[src/bfs_defs.svh]
`ifndef BFS_DEFS_SVH
`define BFS_DEFS_SVH

// Register byte offsets on the Wishbone bus.
`define BFS_OFF_CTRL      8'h00
`define BFS_OFF_THR0      8'h04
`define BFS_OFF_THR1      8'h08
`define BFS_OFF_THR2      8'h0c
`define BFS_OFF_THR3      8'h10
`define BFS_OFF_TIME      8'h14
`define BFS_OFF_STATUS    8'h18
`define BFS_OFF_IRQ_STAT  8'h1c
`define BFS_OFF_IRQ_CLR   8'h20
`define BFS_OFF_IRQ_EN    8'h24
`define BFS_OFF_OPER_ACK  8'h28
`define BFS_OFF_COUNT     8'h2c

// Control register fields.
`define BFS_CTRL_EN       0
`define BFS_CTRL_SCH_LO   1
`define BFS_CTRL_SCH_HI   2
`define BFS_CTRL_RELAY    3
`define BFS_CTRL_LINK     4
`define BFS_CTRL_MASK_LO  5
`define BFS_CTRL_MASK_HI  8
`define BFS_CTRL_SET_LO   9
`define BFS_CTRL_SET_HI   10
`define BFS_CTRL_SET_PIN  11
`define BFS_CTRL_RST      12'h9f9

// Status register fields.
`define BFS_ST_RUN        2
`define BFS_ST_TRIP       3
`define BFS_ST_LOCK       4
`define BFS_ST_OPEN       5
`define BFS_ST_SET_LO     6
`define BFS_ST_SET_HI     7
`define BFS_ST_HASCUR     8

// Interrupt bits: trip, rejected, timer started.
`define BFS_IRQ_TRIP      0
`define BFS_IRQ_REJ       1
`define BFS_IRQ_START     2
`define BFS_IRQ_W         3

// Reset values and timing.
`define BFS_THR_RST       16'h0100
`define BFS_SUP_TIME_US   100
`define BFS_CLK_MHZ       200

`endif

[src/bfs_pkg.sv]
`default_nettype none
package bfs_pkg;
	// Supervision state of the monitor.
	typedef enum logic [1:0] {
		BFS_STANDBY  = 2'b00,
		BFS_RUNNING  = 2'b01,
		BFS_REJECTED = 2'b10,
		BFS_TRIPPED  = 2'b11
	} bfs_state_t;

	// Evidence scheme that stops the supervision timer.
	typedef enum logic [1:0] {
		BFS_SCH_CURRENT  = 2'b00,
		BFS_SCH_POSITION = 2'b01,
		BFS_SCH_COMBINED = 2'b10,
		BFS_SCH_RSVD     = 2'b11
	} bfs_scheme_t;
endpackage : bfs_pkg
`default_nettype wire

[src/bfs_tmr_if.sv]
`default_nettype none
// Control and status of the supervision timer.
interface bfs_tmr_if;
	logic        start;
	logic        stop;
	logic [31:0] limit;
	logic        running;
	logic        expired;
	logic [31:0] count;

	modport ctl (output start, output stop, output limit, input running, input expired, input count);
	modport tmr (input start, input stop, input limit, output running, output expired, output count);
endinterface : bfs_tmr_if
`default_nettype wire

[src/bfs_timer.sv]
`default_nettype none
module bfs_timer (
	input  wire logic clk_in,   // System clock.
	input  wire logic rst_in,   // Synchronous reset, active high.
	bfs_tmr_if.tmr    tmr       // Timer control and status.
);
	logic        run_q;
	logic [31:0] cnt_q;

	// A stop wins over the start and over expiry, so an opened breaker never trips.
	always_ff @(posedge clk_in) begin
		if (rst_in || tmr.stop) begin
			run_q <= 1'b0;
			cnt_q <= 32'h0;
		end else if (tmr.start && !run_q) begin
			run_q <= 1'b1;
			cnt_q <= 32'h1;
		end else if (run_q) begin
			if (cnt_q >= tmr.limit) begin
				run_q <= 1'b0;
			end else begin
				cnt_q <= cnt_q + 32'h1;
			end
		end
	end

	// Expiry is a single-cycle pulse in the last counted cycle.
	assign tmr.running = run_q;
	assign tmr.expired = run_q && !tmr.stop && (cnt_q >= tmr.limit);
	assign tmr.count   = cnt_q;
endmodule : bfs_timer
`default_nettype wire

[src/bfs_evidence.sv]
`default_nettype none
module bfs_evidence
	import bfs_pkg::*;
#(
	parameter int CUR_W = 16
) (
	input  wire logic         has_cur_in,   // Variant has current inputs.
	input  wire bfs_pkg::bfs_scheme_t scheme_in, // Selected scheme.
	input  wire logic [CUR_W-1:0] cur_in,   // Measured current.
	input  wire logic [CUR_W-1:0] thr_in,   // Threshold of the active set.
	input  wire logic         aux_open_in,  // Breaker open contact.
	input  wire logic         aux_closed_in,// Breaker closed contact.
	output logic              opened_out,   // Scheme reports breaker opened.
	output logic              pos_open_out  // Contacts agree on open.
);
	logic cur_low;

	// Without current inputs the current evidence is never trusted.
	assign cur_low      = has_cur_in && (cur_in < thr_in);
	assign pos_open_out = aux_open_in && !aux_closed_in;

	// Combined scheme fails only when both kinds of evidence fail.
	always_comb begin
		case (scheme_in)
			BFS_SCH_CURRENT:  opened_out = cur_low;
			BFS_SCH_POSITION: opened_out = pos_open_out;
			default:          opened_out = cur_low || pos_open_out;
		endcase
	end
endmodule : bfs_evidence
`default_nettype wire

[src/bfs_top.sv]
// Function
// Setting selects current, position or combined scheme.
// Any trigger starts the supervision timer.
// Current scheme fails if current stays high.
// Position scheme fails if contacts never show open.
// Combined fails only when both evidences fail.
// Four threshold sets; active set is used.
// Current scheme only with current measurement fitted.
// Failure output routable to relay or link.
// Timer keeps running after trigger drops.
// Timer elapsing issues the backup trip.
// Opened with triggers active: rejected until released.
// Backup trip sets lockout held until acknowledged.
// Opening evidence stops and clears the timer.
//
// Our own choices: the Wishbone register port and the placing of the registers.
`include "bfs_defs.svh"
`default_nettype none
module bfs_top
	import bfs_pkg::*;
#(
	parameter int          N_TRIG      = 4,
	parameter int          CUR_W       = 16,
	parameter bit          HAS_CURRENT = 1'b1,
	parameter logic [31:0] SUP_TIME_CYC = 32'(`BFS_SUP_TIME_US * `BFS_CLK_MHZ)
) (
	input  wire logic              MCLK_IN,          // System clock, 200 MHz.
	input  wire logic              SYS_RST_IN,       // Synchronous reset, active high.
	input  wire logic              WB_CYC_IN,        // Wishbone cycle.
	input  wire logic              WB_STB_IN,        // Wishbone strobe.
	input  wire logic              WB_WE_IN,         // Wishbone write enable.
	input  wire logic [7:0]        WB_ADR_IN,        // Wishbone byte address.
	input  wire logic [3:0]        WB_SEL_IN,        // Wishbone byte selects.
	input  wire logic [31:0]       WB_DAT_IN,        // Wishbone write data.
	output logic [31:0]            WB_DAT_OUT,       // Wishbone read data.
	output logic                   WB_ACK_OUT,       // Wishbone acknowledge.
	input  wire logic [N_TRIG-1:0] TRIG_IN,          // Protection trip triggers.
	input  wire logic [CUR_W-1:0]  CURRENT_IN,       // Measured breaker current.
	input  wire logic              AUX_OPEN_IN,      // Breaker open contact.
	input  wire logic              AUX_CLOSED_IN,    // Breaker closed contact.
	input  wire logic [1:0]        ACTIVE_SET_IN,    // Parameter set from switching.
	output logic                   BACKUP_TRIP_OUT,  // Upstream trip to output relay.
	output logic                   LINK_TRIP_OUT,    // Upstream trip to communication.
	output logic                   LOCKOUT_OUT,      // Latched breaker lockout.
	output logic                   IRQ_OUT           // Level interrupt.
);
	import bfs_pkg::*;

	localparam logic [11:0] CTRL_RST = `BFS_CTRL_RST;

	bfs_tmr_if tmr_if ();

	// Register state.
	logic [11:0]           ctrl_q;
	logic [CUR_W-1:0]      thr_q [4];
	logic [31:0]           time_q;
	logic [`BFS_IRQ_W-1:0] irq_stat_q;
	logic [`BFS_IRQ_W-1:0] irq_en_q;
	logic                  lock_q;
	logic                  ack_q;
	logic [31:0]           rdat_q;
	bfs_state_t            state_q;
	logic                  trip_q;

	// Decoded control fields and helper nets.
	logic                  req;
	logic                  wr_now;
	logic [31:0]           wmask;
	logic [31:0]           ctrl_new;
	bfs_scheme_t           scheme;
	bfs_scheme_t           sch_wr;
	logic [1:0]            act_set;
	logic [N_TRIG-1:0]     trig_mask;
	logic                  trig_any;
	logic                  opened;
	logic                  pos_open;
	logic                  ev_trip;
	logic                  ev_rej;
	logic                  ev_start;
	logic                  oper_ack;
	logic [`BFS_IRQ_W-1:0] irq_clr;
	logic [11:0]           ctrl_rst_v;

	assign scheme    = bfs_scheme_t'(ctrl_q[`BFS_CTRL_SCH_HI:`BFS_CTRL_SCH_LO]);
	assign trig_mask = N_TRIG'(ctrl_q[`BFS_CTRL_MASK_HI:`BFS_CTRL_MASK_LO]);
	assign trig_any  = |(TRIG_IN & trig_mask) && ctrl_q[`BFS_CTRL_EN];

	// The active set comes from the switching input or from software.
	assign act_set = ctrl_q[`BFS_CTRL_SET_PIN] ? ACTIVE_SET_IN
	                                           : ctrl_q[`BFS_CTRL_SET_HI:`BFS_CTRL_SET_LO];

	// A variant without current inputs starts in the position scheme.
	assign ctrl_rst_v = HAS_CURRENT ? CTRL_RST
	                                : {CTRL_RST[11:3], BFS_SCH_POSITION, CTRL_RST[0]};

	// Wishbone classic: one wait state, the write lands at the acknowledging edge.
	assign req    = WB_CYC_IN && WB_STB_IN;
	assign wr_now = req && WB_WE_IN && ack_q;
	assign wmask  = {{8{WB_SEL_IN[3]}}, {8{WB_SEL_IN[2]}}, {8{WB_SEL_IN[1]}}, {8{WB_SEL_IN[0]}}};

	always_ff @(posedge MCLK_IN) begin
		if (SYS_RST_IN) begin
			ack_q <= 1'b0;
		end else begin
			ack_q <= req && !ack_q;
		end
	end

	assign WB_ACK_OUT = ack_q;

	// New control word after byte selects, with scheme legalised.
	assign ctrl_new = ({20'h0, ctrl_q} & ~wmask) | (WB_DAT_IN & wmask);

	always_comb begin
		case (bfs_scheme_t'(ctrl_new[`BFS_CTRL_SCH_HI:`BFS_CTRL_SCH_LO]))
			BFS_SCH_CURRENT:  sch_wr = HAS_CURRENT ? BFS_SCH_CURRENT : BFS_SCH_POSITION;
			BFS_SCH_POSITION: sch_wr = BFS_SCH_POSITION;
			BFS_SCH_COMBINED: sch_wr = HAS_CURRENT ? BFS_SCH_COMBINED : BFS_SCH_POSITION;
			default:          sch_wr = scheme; // Reserved code keeps the old scheme.
		endcase
	end

	// Control register: scheme selection, routing, trigger mask, set choice.
	always_ff @(posedge MCLK_IN) begin
		if (SYS_RST_IN) begin
			ctrl_q <= CTRL_RST;
			if (!HAS_CURRENT) begin
				ctrl_q <= ctrl_rst_v;
			end
		end else if (wr_now && WB_ADR_IN == `BFS_OFF_CTRL) begin
			ctrl_q <= {ctrl_new[11:3], sch_wr, ctrl_new[0]};
		end
	end

	// Threshold of each of the four parameter sets.
	always_ff @(posedge MCLK_IN) begin
		if (SYS_RST_IN) begin
			for (int i = 0; i < 4; i++) begin
				thr_q[i] <= `BFS_THR_RST;
			end
		end else if (wr_now && WB_ADR_IN >= `BFS_OFF_THR0 && WB_ADR_IN <= `BFS_OFF_THR3
		             && WB_ADR_IN[1:0] == 2'b00) begin
			thr_q[2'(WB_ADR_IN[7:2] - 6'h1)] <=
				CUR_W'(({{(32-CUR_W){1'b0}}, thr_q[2'(WB_ADR_IN[7:2] - 6'h1)]} & ~wmask)
				       | (WB_DAT_IN & wmask));
		end
	end

	// Supervision time in clock cycles; zero is raised to one cycle.
	always_ff @(posedge MCLK_IN) begin
		if (SYS_RST_IN) begin
			time_q <= SUP_TIME_CYC;
		end else if (wr_now && WB_ADR_IN == `BFS_OFF_TIME) begin
			time_q <= ((time_q & ~wmask) | (WB_DAT_IN & wmask)) | {31'h0,
			          ((time_q & ~wmask) | (WB_DAT_IN & wmask)) == 32'h0};
		end
	end

	// Interrupt enable register.
	always_ff @(posedge MCLK_IN) begin
		if (SYS_RST_IN) begin
			irq_en_q <= '0;
		end else if (wr_now && WB_ADR_IN == `BFS_OFF_IRQ_EN && WB_SEL_IN[0]) begin
			irq_en_q <= WB_DAT_IN[`BFS_IRQ_W-1:0];
		end
	end

	// Write-only strobes: interrupt clear and operator acknowledgement.
	assign irq_clr  = (wr_now && WB_ADR_IN == `BFS_OFF_IRQ_CLR && WB_SEL_IN[0])
	                  ? WB_DAT_IN[`BFS_IRQ_W-1:0] : '0;
	assign oper_ack = wr_now && WB_ADR_IN == `BFS_OFF_OPER_ACK && WB_SEL_IN[0] && WB_DAT_IN[0];

	// Read data is captured in the wait state and presented with the acknowledge.
	always_ff @(posedge MCLK_IN) begin
		if (SYS_RST_IN) begin
			rdat_q <= 32'h0;
		end else if (req && !ack_q) begin
			case (WB_ADR_IN)
				`BFS_OFF_CTRL:     rdat_q <= {20'h0, ctrl_q};
				`BFS_OFF_THR0:     rdat_q <= 32'(thr_q[0]);
				`BFS_OFF_THR1:     rdat_q <= 32'(thr_q[1]);
				`BFS_OFF_THR2:     rdat_q <= 32'(thr_q[2]);
				`BFS_OFF_THR3:     rdat_q <= 32'(thr_q[3]);
				`BFS_OFF_TIME:     rdat_q <= time_q;
				`BFS_OFF_STATUS:   rdat_q <= {23'h0, HAS_CURRENT, act_set, opened, lock_q, trip_q,
				                              tmr_if.running, state_q};
				`BFS_OFF_IRQ_STAT: rdat_q <= 32'(irq_stat_q);
				`BFS_OFF_IRQ_EN:   rdat_q <= 32'(irq_en_q);
				`BFS_OFF_COUNT:    rdat_q <= tmr_if.count;
				default:           rdat_q <= 32'h0; // Unmapped and write-only read as zero.
			endcase
		end
	end

	assign WB_DAT_OUT = rdat_q;

	// Breaker opening evidence for the selected scheme and active set.
	bfs_evidence #(
		.CUR_W (CUR_W)
	) u_evidence (
		.has_cur_in    (HAS_CURRENT),
		.scheme_in     (scheme),
		.cur_in        (CURRENT_IN),
		.thr_in        (thr_q[act_set]),
		.aux_open_in   (AUX_OPEN_IN),
		.aux_closed_in (AUX_CLOSED_IN),
		.opened_out    (opened),
		.pos_open_out  (pos_open)
	);

	// Supervision timer.
	bfs_timer u_timer (
		.clk_in (MCLK_IN),
		.rst_in (SYS_RST_IN),
		.tmr    (tmr_if.tmr)
	);

	// The timer starts on any trigger whatever the scheme, and only opening stops it,
	// so a trigger that drops early does not cancel the supervision.
	assign tmr_if.start = (state_q == BFS_STANDBY) && trig_any;
	assign tmr_if.stop  = (state_q == BFS_RUNNING) && opened;
	assign tmr_if.limit = time_q;

	// Events reported to software and to the state machine.
	assign ev_start = tmr_if.start;
	assign ev_trip  = (state_q == BFS_RUNNING) && tmr_if.expired;
	assign ev_rej   = (state_q == BFS_RUNNING) && opened && trig_any;

	// Monitor state machine.
	always_ff @(posedge MCLK_IN) begin
		if (SYS_RST_IN) begin
			state_q <= BFS_STANDBY;
		end else begin
			case (state_q)
				BFS_STANDBY: begin
					if (trig_any) begin
						state_q <= BFS_RUNNING;
					end
				end
				BFS_RUNNING: begin
					// Opening evidence in the expiry cycle still counts as in time.
					if (opened) begin
						state_q <= trig_any ? BFS_REJECTED : BFS_STANDBY;
					end else if (tmr_if.expired) begin
						state_q <= BFS_TRIPPED;
					end
				end
				BFS_REJECTED: begin
					if (!trig_any) begin
						state_q <= BFS_STANDBY;
					end
				end
				BFS_TRIPPED: begin
					// Trip holds while any trigger is still asserted.
					if (!trig_any) begin
						state_q <= BFS_STANDBY;
					end
				end
				default: state_q <= BFS_STANDBY;
			endcase
		end
	end

	// Backup trip level, registered so the outputs are glitch-free.
	always_ff @(posedge MCLK_IN) begin
		if (SYS_RST_IN) begin
			trip_q <= 1'b0;
		end else begin
			trip_q <= ev_trip || (state_q == BFS_TRIPPED && trig_any);
		end
	end

	// Lockout latches with the trip; the trip wins over an acknowledge in the same cycle.
	always_ff @(posedge MCLK_IN) begin
		if (SYS_RST_IN) begin
			lock_q <= 1'b0;
		end else if (ev_trip) begin
			lock_q <= 1'b1;
		end else if (oper_ack) begin
			lock_q <= 1'b0;
		end
	end

	// Sticky interrupt status; a new event wins over a clear in the same cycle.
	always_ff @(posedge MCLK_IN) begin
		if (SYS_RST_IN) begin
			irq_stat_q <= '0;
		end else begin
			irq_stat_q <= (irq_stat_q & ~irq_clr) | {ev_start, ev_rej, ev_trip};
		end
	end

	// Routing of the failure signal to the relay and to the link.
	assign BACKUP_TRIP_OUT = trip_q && ctrl_q[`BFS_CTRL_RELAY];
	assign LINK_TRIP_OUT   = trip_q && ctrl_q[`BFS_CTRL_LINK];
	assign LOCKOUT_OUT     = lock_q;
	assign IRQ_OUT         = |(irq_stat_q & irq_en_q);

	// The contact-only indication feeds no status bit or output; status shows the scheme result opened.
	logic pos_open_unused;
	assign pos_open_unused = pos_open;
endmodule : bfs_top
`default_nettype wire

[config.mk]
export PLATFORM = sky130hd
export DESIGN_NAME = bfs_top
export DESIGN_NICKNAME = d
export VERILOG_FILES = /design/src/bfs_pkg.sv /design/src/bfs_tmr_if.sv /design/src/bfs_timer.sv /design/src/bfs_evidence.sv /design/src/bfs_top.sv
export VERILOG_INCLUDE_DIRS = /design/src /design/src/src
export SDC_FILE = /design/constraint.sdc
export NUM_CORES = 1
export LEC_CHECK = 0
export BUFFER_PORTS_ARGS = -buffer_cell sky130_fd_sc_hd__buf_2
export CAP_MARGIN = 20
export CORE_ASPECT_RATIO = 1.2
export CORE_UTILIZATION = 54
export DETAILED_ROUTE_END_ITERATION = 12
export HOLD_SLACK_MARGIN = 0.03
export PLACE_DENSITY = 0.76
export SETUP_SLACK_MARGIN = 0.1
export SYNTH_ARGS = -nofsm -noshare
export SYNTH_HDL_FRONTEND = slang
export SYNTH_SLANG_ARGS = --single-unit
[constraint.sdc]
create_clock -name MCLK_IN -period 3.85 [get_ports MCLK_IN]
set_clock_uncertainty 0.2 [all_clocks]
set_input_delay 0.5775 -clock MCLK_IN [delete_from_list [all_inputs] [get_ports MCLK_IN]]
set_output_delay 0.5775 -clock MCLK_IN [all_outputs]
set_load 0.005 [all_outputs]
==> results.cfg <==
[status]
status = completed

[run]
drv_cap = 0

[worst_setup_path]
crit_arrival_ps = 3770
endpoint_kind = register
slowest_stage = mux4_2
cp_max_fo = 27
cpLargestDelayFamily = compound AO/OA/AOI/OAI gates
cp_num_cells = 13
crit_top_cell = buf_12
start_kind = register
slowest_delay_ps = 500
r2r_end = u_timer.tmr.count[18]
critPathBufInv = 3
r2r_setup_slack_ps = 200
worstRegToRegCells = 13
required_ps = 3970
worstSetupPathType = register to register
crit_path_end = u_timer.tmr.count[18]
crit_chain = mux2i_4, buf_12, mux4_2, inv_1, ha_1, a21oi_1, nand2_1, a2111oi_1, o211ai_1, o21ai_2, a211o_1, buf_12, nor2_1

[sta]
min_period_ps = 3650
setup_tns_ps = 0
fmax_mhz = 274
rsz0062_at_grt = false
finalHoldViolCount = 0
slew_violations = 0
max_slew_margin_pct = 44.1
setup_viol = 0
worst_slew_pin_slew_ps = 838
finalCritPeriodShare_pct = 94.8

[clock_network]
numCtsBuffers = 17
clk_path_buf_depth = 2
cts_sinks = 184
hold_buffers = 0
htree_num_levels = 4
worst_skew_pair.late_latency_ps = 440
clkTransAtPathRegs_ps = 70
cts_tree = done
cts-root-buf = clkbuf_16
cts_setup_buffers = 0

[power]
power.density_nw_per_um2 = 377
p_comb_share_pct = 9.5
switching_share_pct = 24.1
ir_worst_vdd_mv = 0.322
clockPowerShare_pct = 44.4
p_total_w = 0.00453
power_frac_seq_pct = 46.1
p_leak_nw = 4.52
internal_power_w = 0.00344
switchingPower_w = 0.00109

[synth]
syn_area_um2 = 10400
synth_compound_area_share_pct = 18.1
yosysTopAreaCellShare_pct = 23.0
synth-edff-count = 64
async_flop_share_pct = 0
synth_fa_ha_area_share_pct = 6.35
synthXorXnorAreaFrac_pct = 1.68
syn_avg_cell_area_um2 = 9.55
synth-simple-area-share_pct = 17.3
synthCells = 1094
synth_area_leaders = dfxtp_1, edfxtp_1, mux4_2
ys_warn_count = 0
ys_types = 65
synth_fp_nets = 1220
yosysTopAreaCell = dfxtp_1
synth.mux.area_fraction_pct = 10.4
synth_seq_area_share_pct = 41.4
ys_ff_latch = 184
yosys_most_used_dff = dfxtp_1
synth_top_family_by_area = compound AO/OA/AOI/OAI gates

[placed_design]
dp_hpwl_um = 21800
place.gp.congestion = 0.975
port_buffers = 109

[finish]
n_antenna_cell = 0
nets = 1318
final_cell_mix = nor2_1, dfxtp_1, buf_2
drive_gt1_share_pct = 20.2
final_common_cell = nor2_1
area.growth.synth_to_final_pct = 15.0

[floorplan]
die_x_um = 129
core_area_um2 = 18900
dieArea_um2 = 19900
core.rowCount = 55
io-pin-count = 110
die_h_um = 154
floorplan.initialDensity_pct = 55.2

[routing]
drt-total-wl_um = 30000
vias_per_cell = 6.33
drt-wirelength-per-cell_um = 20.6
drc = 0
first_pass_iters = 6
num_vias = 9245
ant_nets = 0
drt_iter0_markers = 926

[min_path]
worstHoldStart = WB_DAT_IN[30]
min_path_type = input pin to register

[grt]
track_usage_pct = 31.4
grt_pass1_wl_um = 47800
grt_pass1_vias = 8855
grt_max_degree = 75
globalRouteOverflowTotal = 0
grt_antenna_before_repair = 0
-- power by group through the flow --
stage	Clock, W	Sequential (W)	Combinational, W
3_5_place_dp	0	0.00213	0.000420
6_report	0.00201	0.00209	0.000431
4_1_cts	0.00202	0.00208	0.000425
3_3_place_gp	0	0.00213	0.000410
2_1_floorplan	0	0.00211	0.000262
5_1_grt	0.00211	0.00209	0.000464
-- worst min-delay path, stage by stage --
cell	delay, ps
buf_2	100
nand3_1	60
a21oi_1	50
-- logic make-up (layout without fill, tap and decap cells) --
family                     count (synthesis)  after routing
muxes                                     68             68
xor gates and xnor gates                  20             20
buffers and inverters                    126            237
AOI/OAI and AO/OA                        262            262
DFF                                      184            184
adders and majority gates                 53             53
and+or+nand+nor                          381            381
-- synth_stat cells (all sizes together) (15+ instances only) --
| cell type | n |
|---|---|
| xnor2 | 20 |
| a21oi | 78 |
| clkbuf | 42 |
| nand3 | 51 |
| nand4 | 21 |
| mux4 | 32 |
| dfxtp | 120 |
| ha | 53 |
| and2 | 15 |
| a211oi | 16 |
| inv | 67 |
| a22oi | 63 |
| o21ai | 18 |
| a22o | 28 |
| nand2 | 80 |
| nor2 | 143 |
| edfxtp | 64 |
| buf | 17 |
| mux2i | 36 |
-- layer usage --
| layer | global-route usage, % | routed length (µm) |
|---|---|---|
| met1 | 40.1 | 12100 |
| met2 | 51.0 | 14300 |
| met3 | 6.47 | 2480 |
| met4 | 14.5 | 1160 |
| met5 | 0 | 0 |
-- flip-flops by register name, summed over array words and instances, names as in the netlist, 2 cells and up, named ones only --
register,flops
thr_q,64
irq_en_q,3
u_timer.tmr.count,32
time_q,32
ctrl_q,2
WB_DAT_OUT,32
irq_stat_q,3
state_q,2
-- cell type report --
type / instances / area [µm²]
multi-input cells: 784 / 5650
inverters: 67 / 251
well taps: 256 / 320
clock inverters: 15 / 243
clock buffers: 17 / 425
fillers: 1563 / 6910
repair buffers: 138 / 801
flip-flops and latches: 184 / 4330
-- per-stage QoR --
stage                     hold slack (ps)  instances  area [µm²]  util, %  setup WS, ps
final                                 205       1461       12000     63.5           199
after global routing                  208       1461       12000     63.5           136
after CTS                             203       1461       12000     63.5           137
after detailed placement              244       1429       11300     59.9          8.34
after global placement                242       1429       11300     59.9           194
after floorplan                       246       1094       10500        -           113
-- worst min-delay path by stage --
stage	to	slack, ps	cells past startpoint
after floorplan	irq_stat_q[0]	250	2
after global placement	WB_DAT_OUT[0]	240	2
after detailed placement	WB_DAT_OUT[0]	240	2
after CTS	time_q[30]	200	3
after global routing	time_q[30]	210	3
final	time_q[30]	200	3
-- timing repair --
item                                    4_1_cts  5_1_grt
endpoints found under the hold margin         0        0
resized for setup                             0        2
endpoints found under the setup margin        0       36
Power figures use the tool's default switching activity.
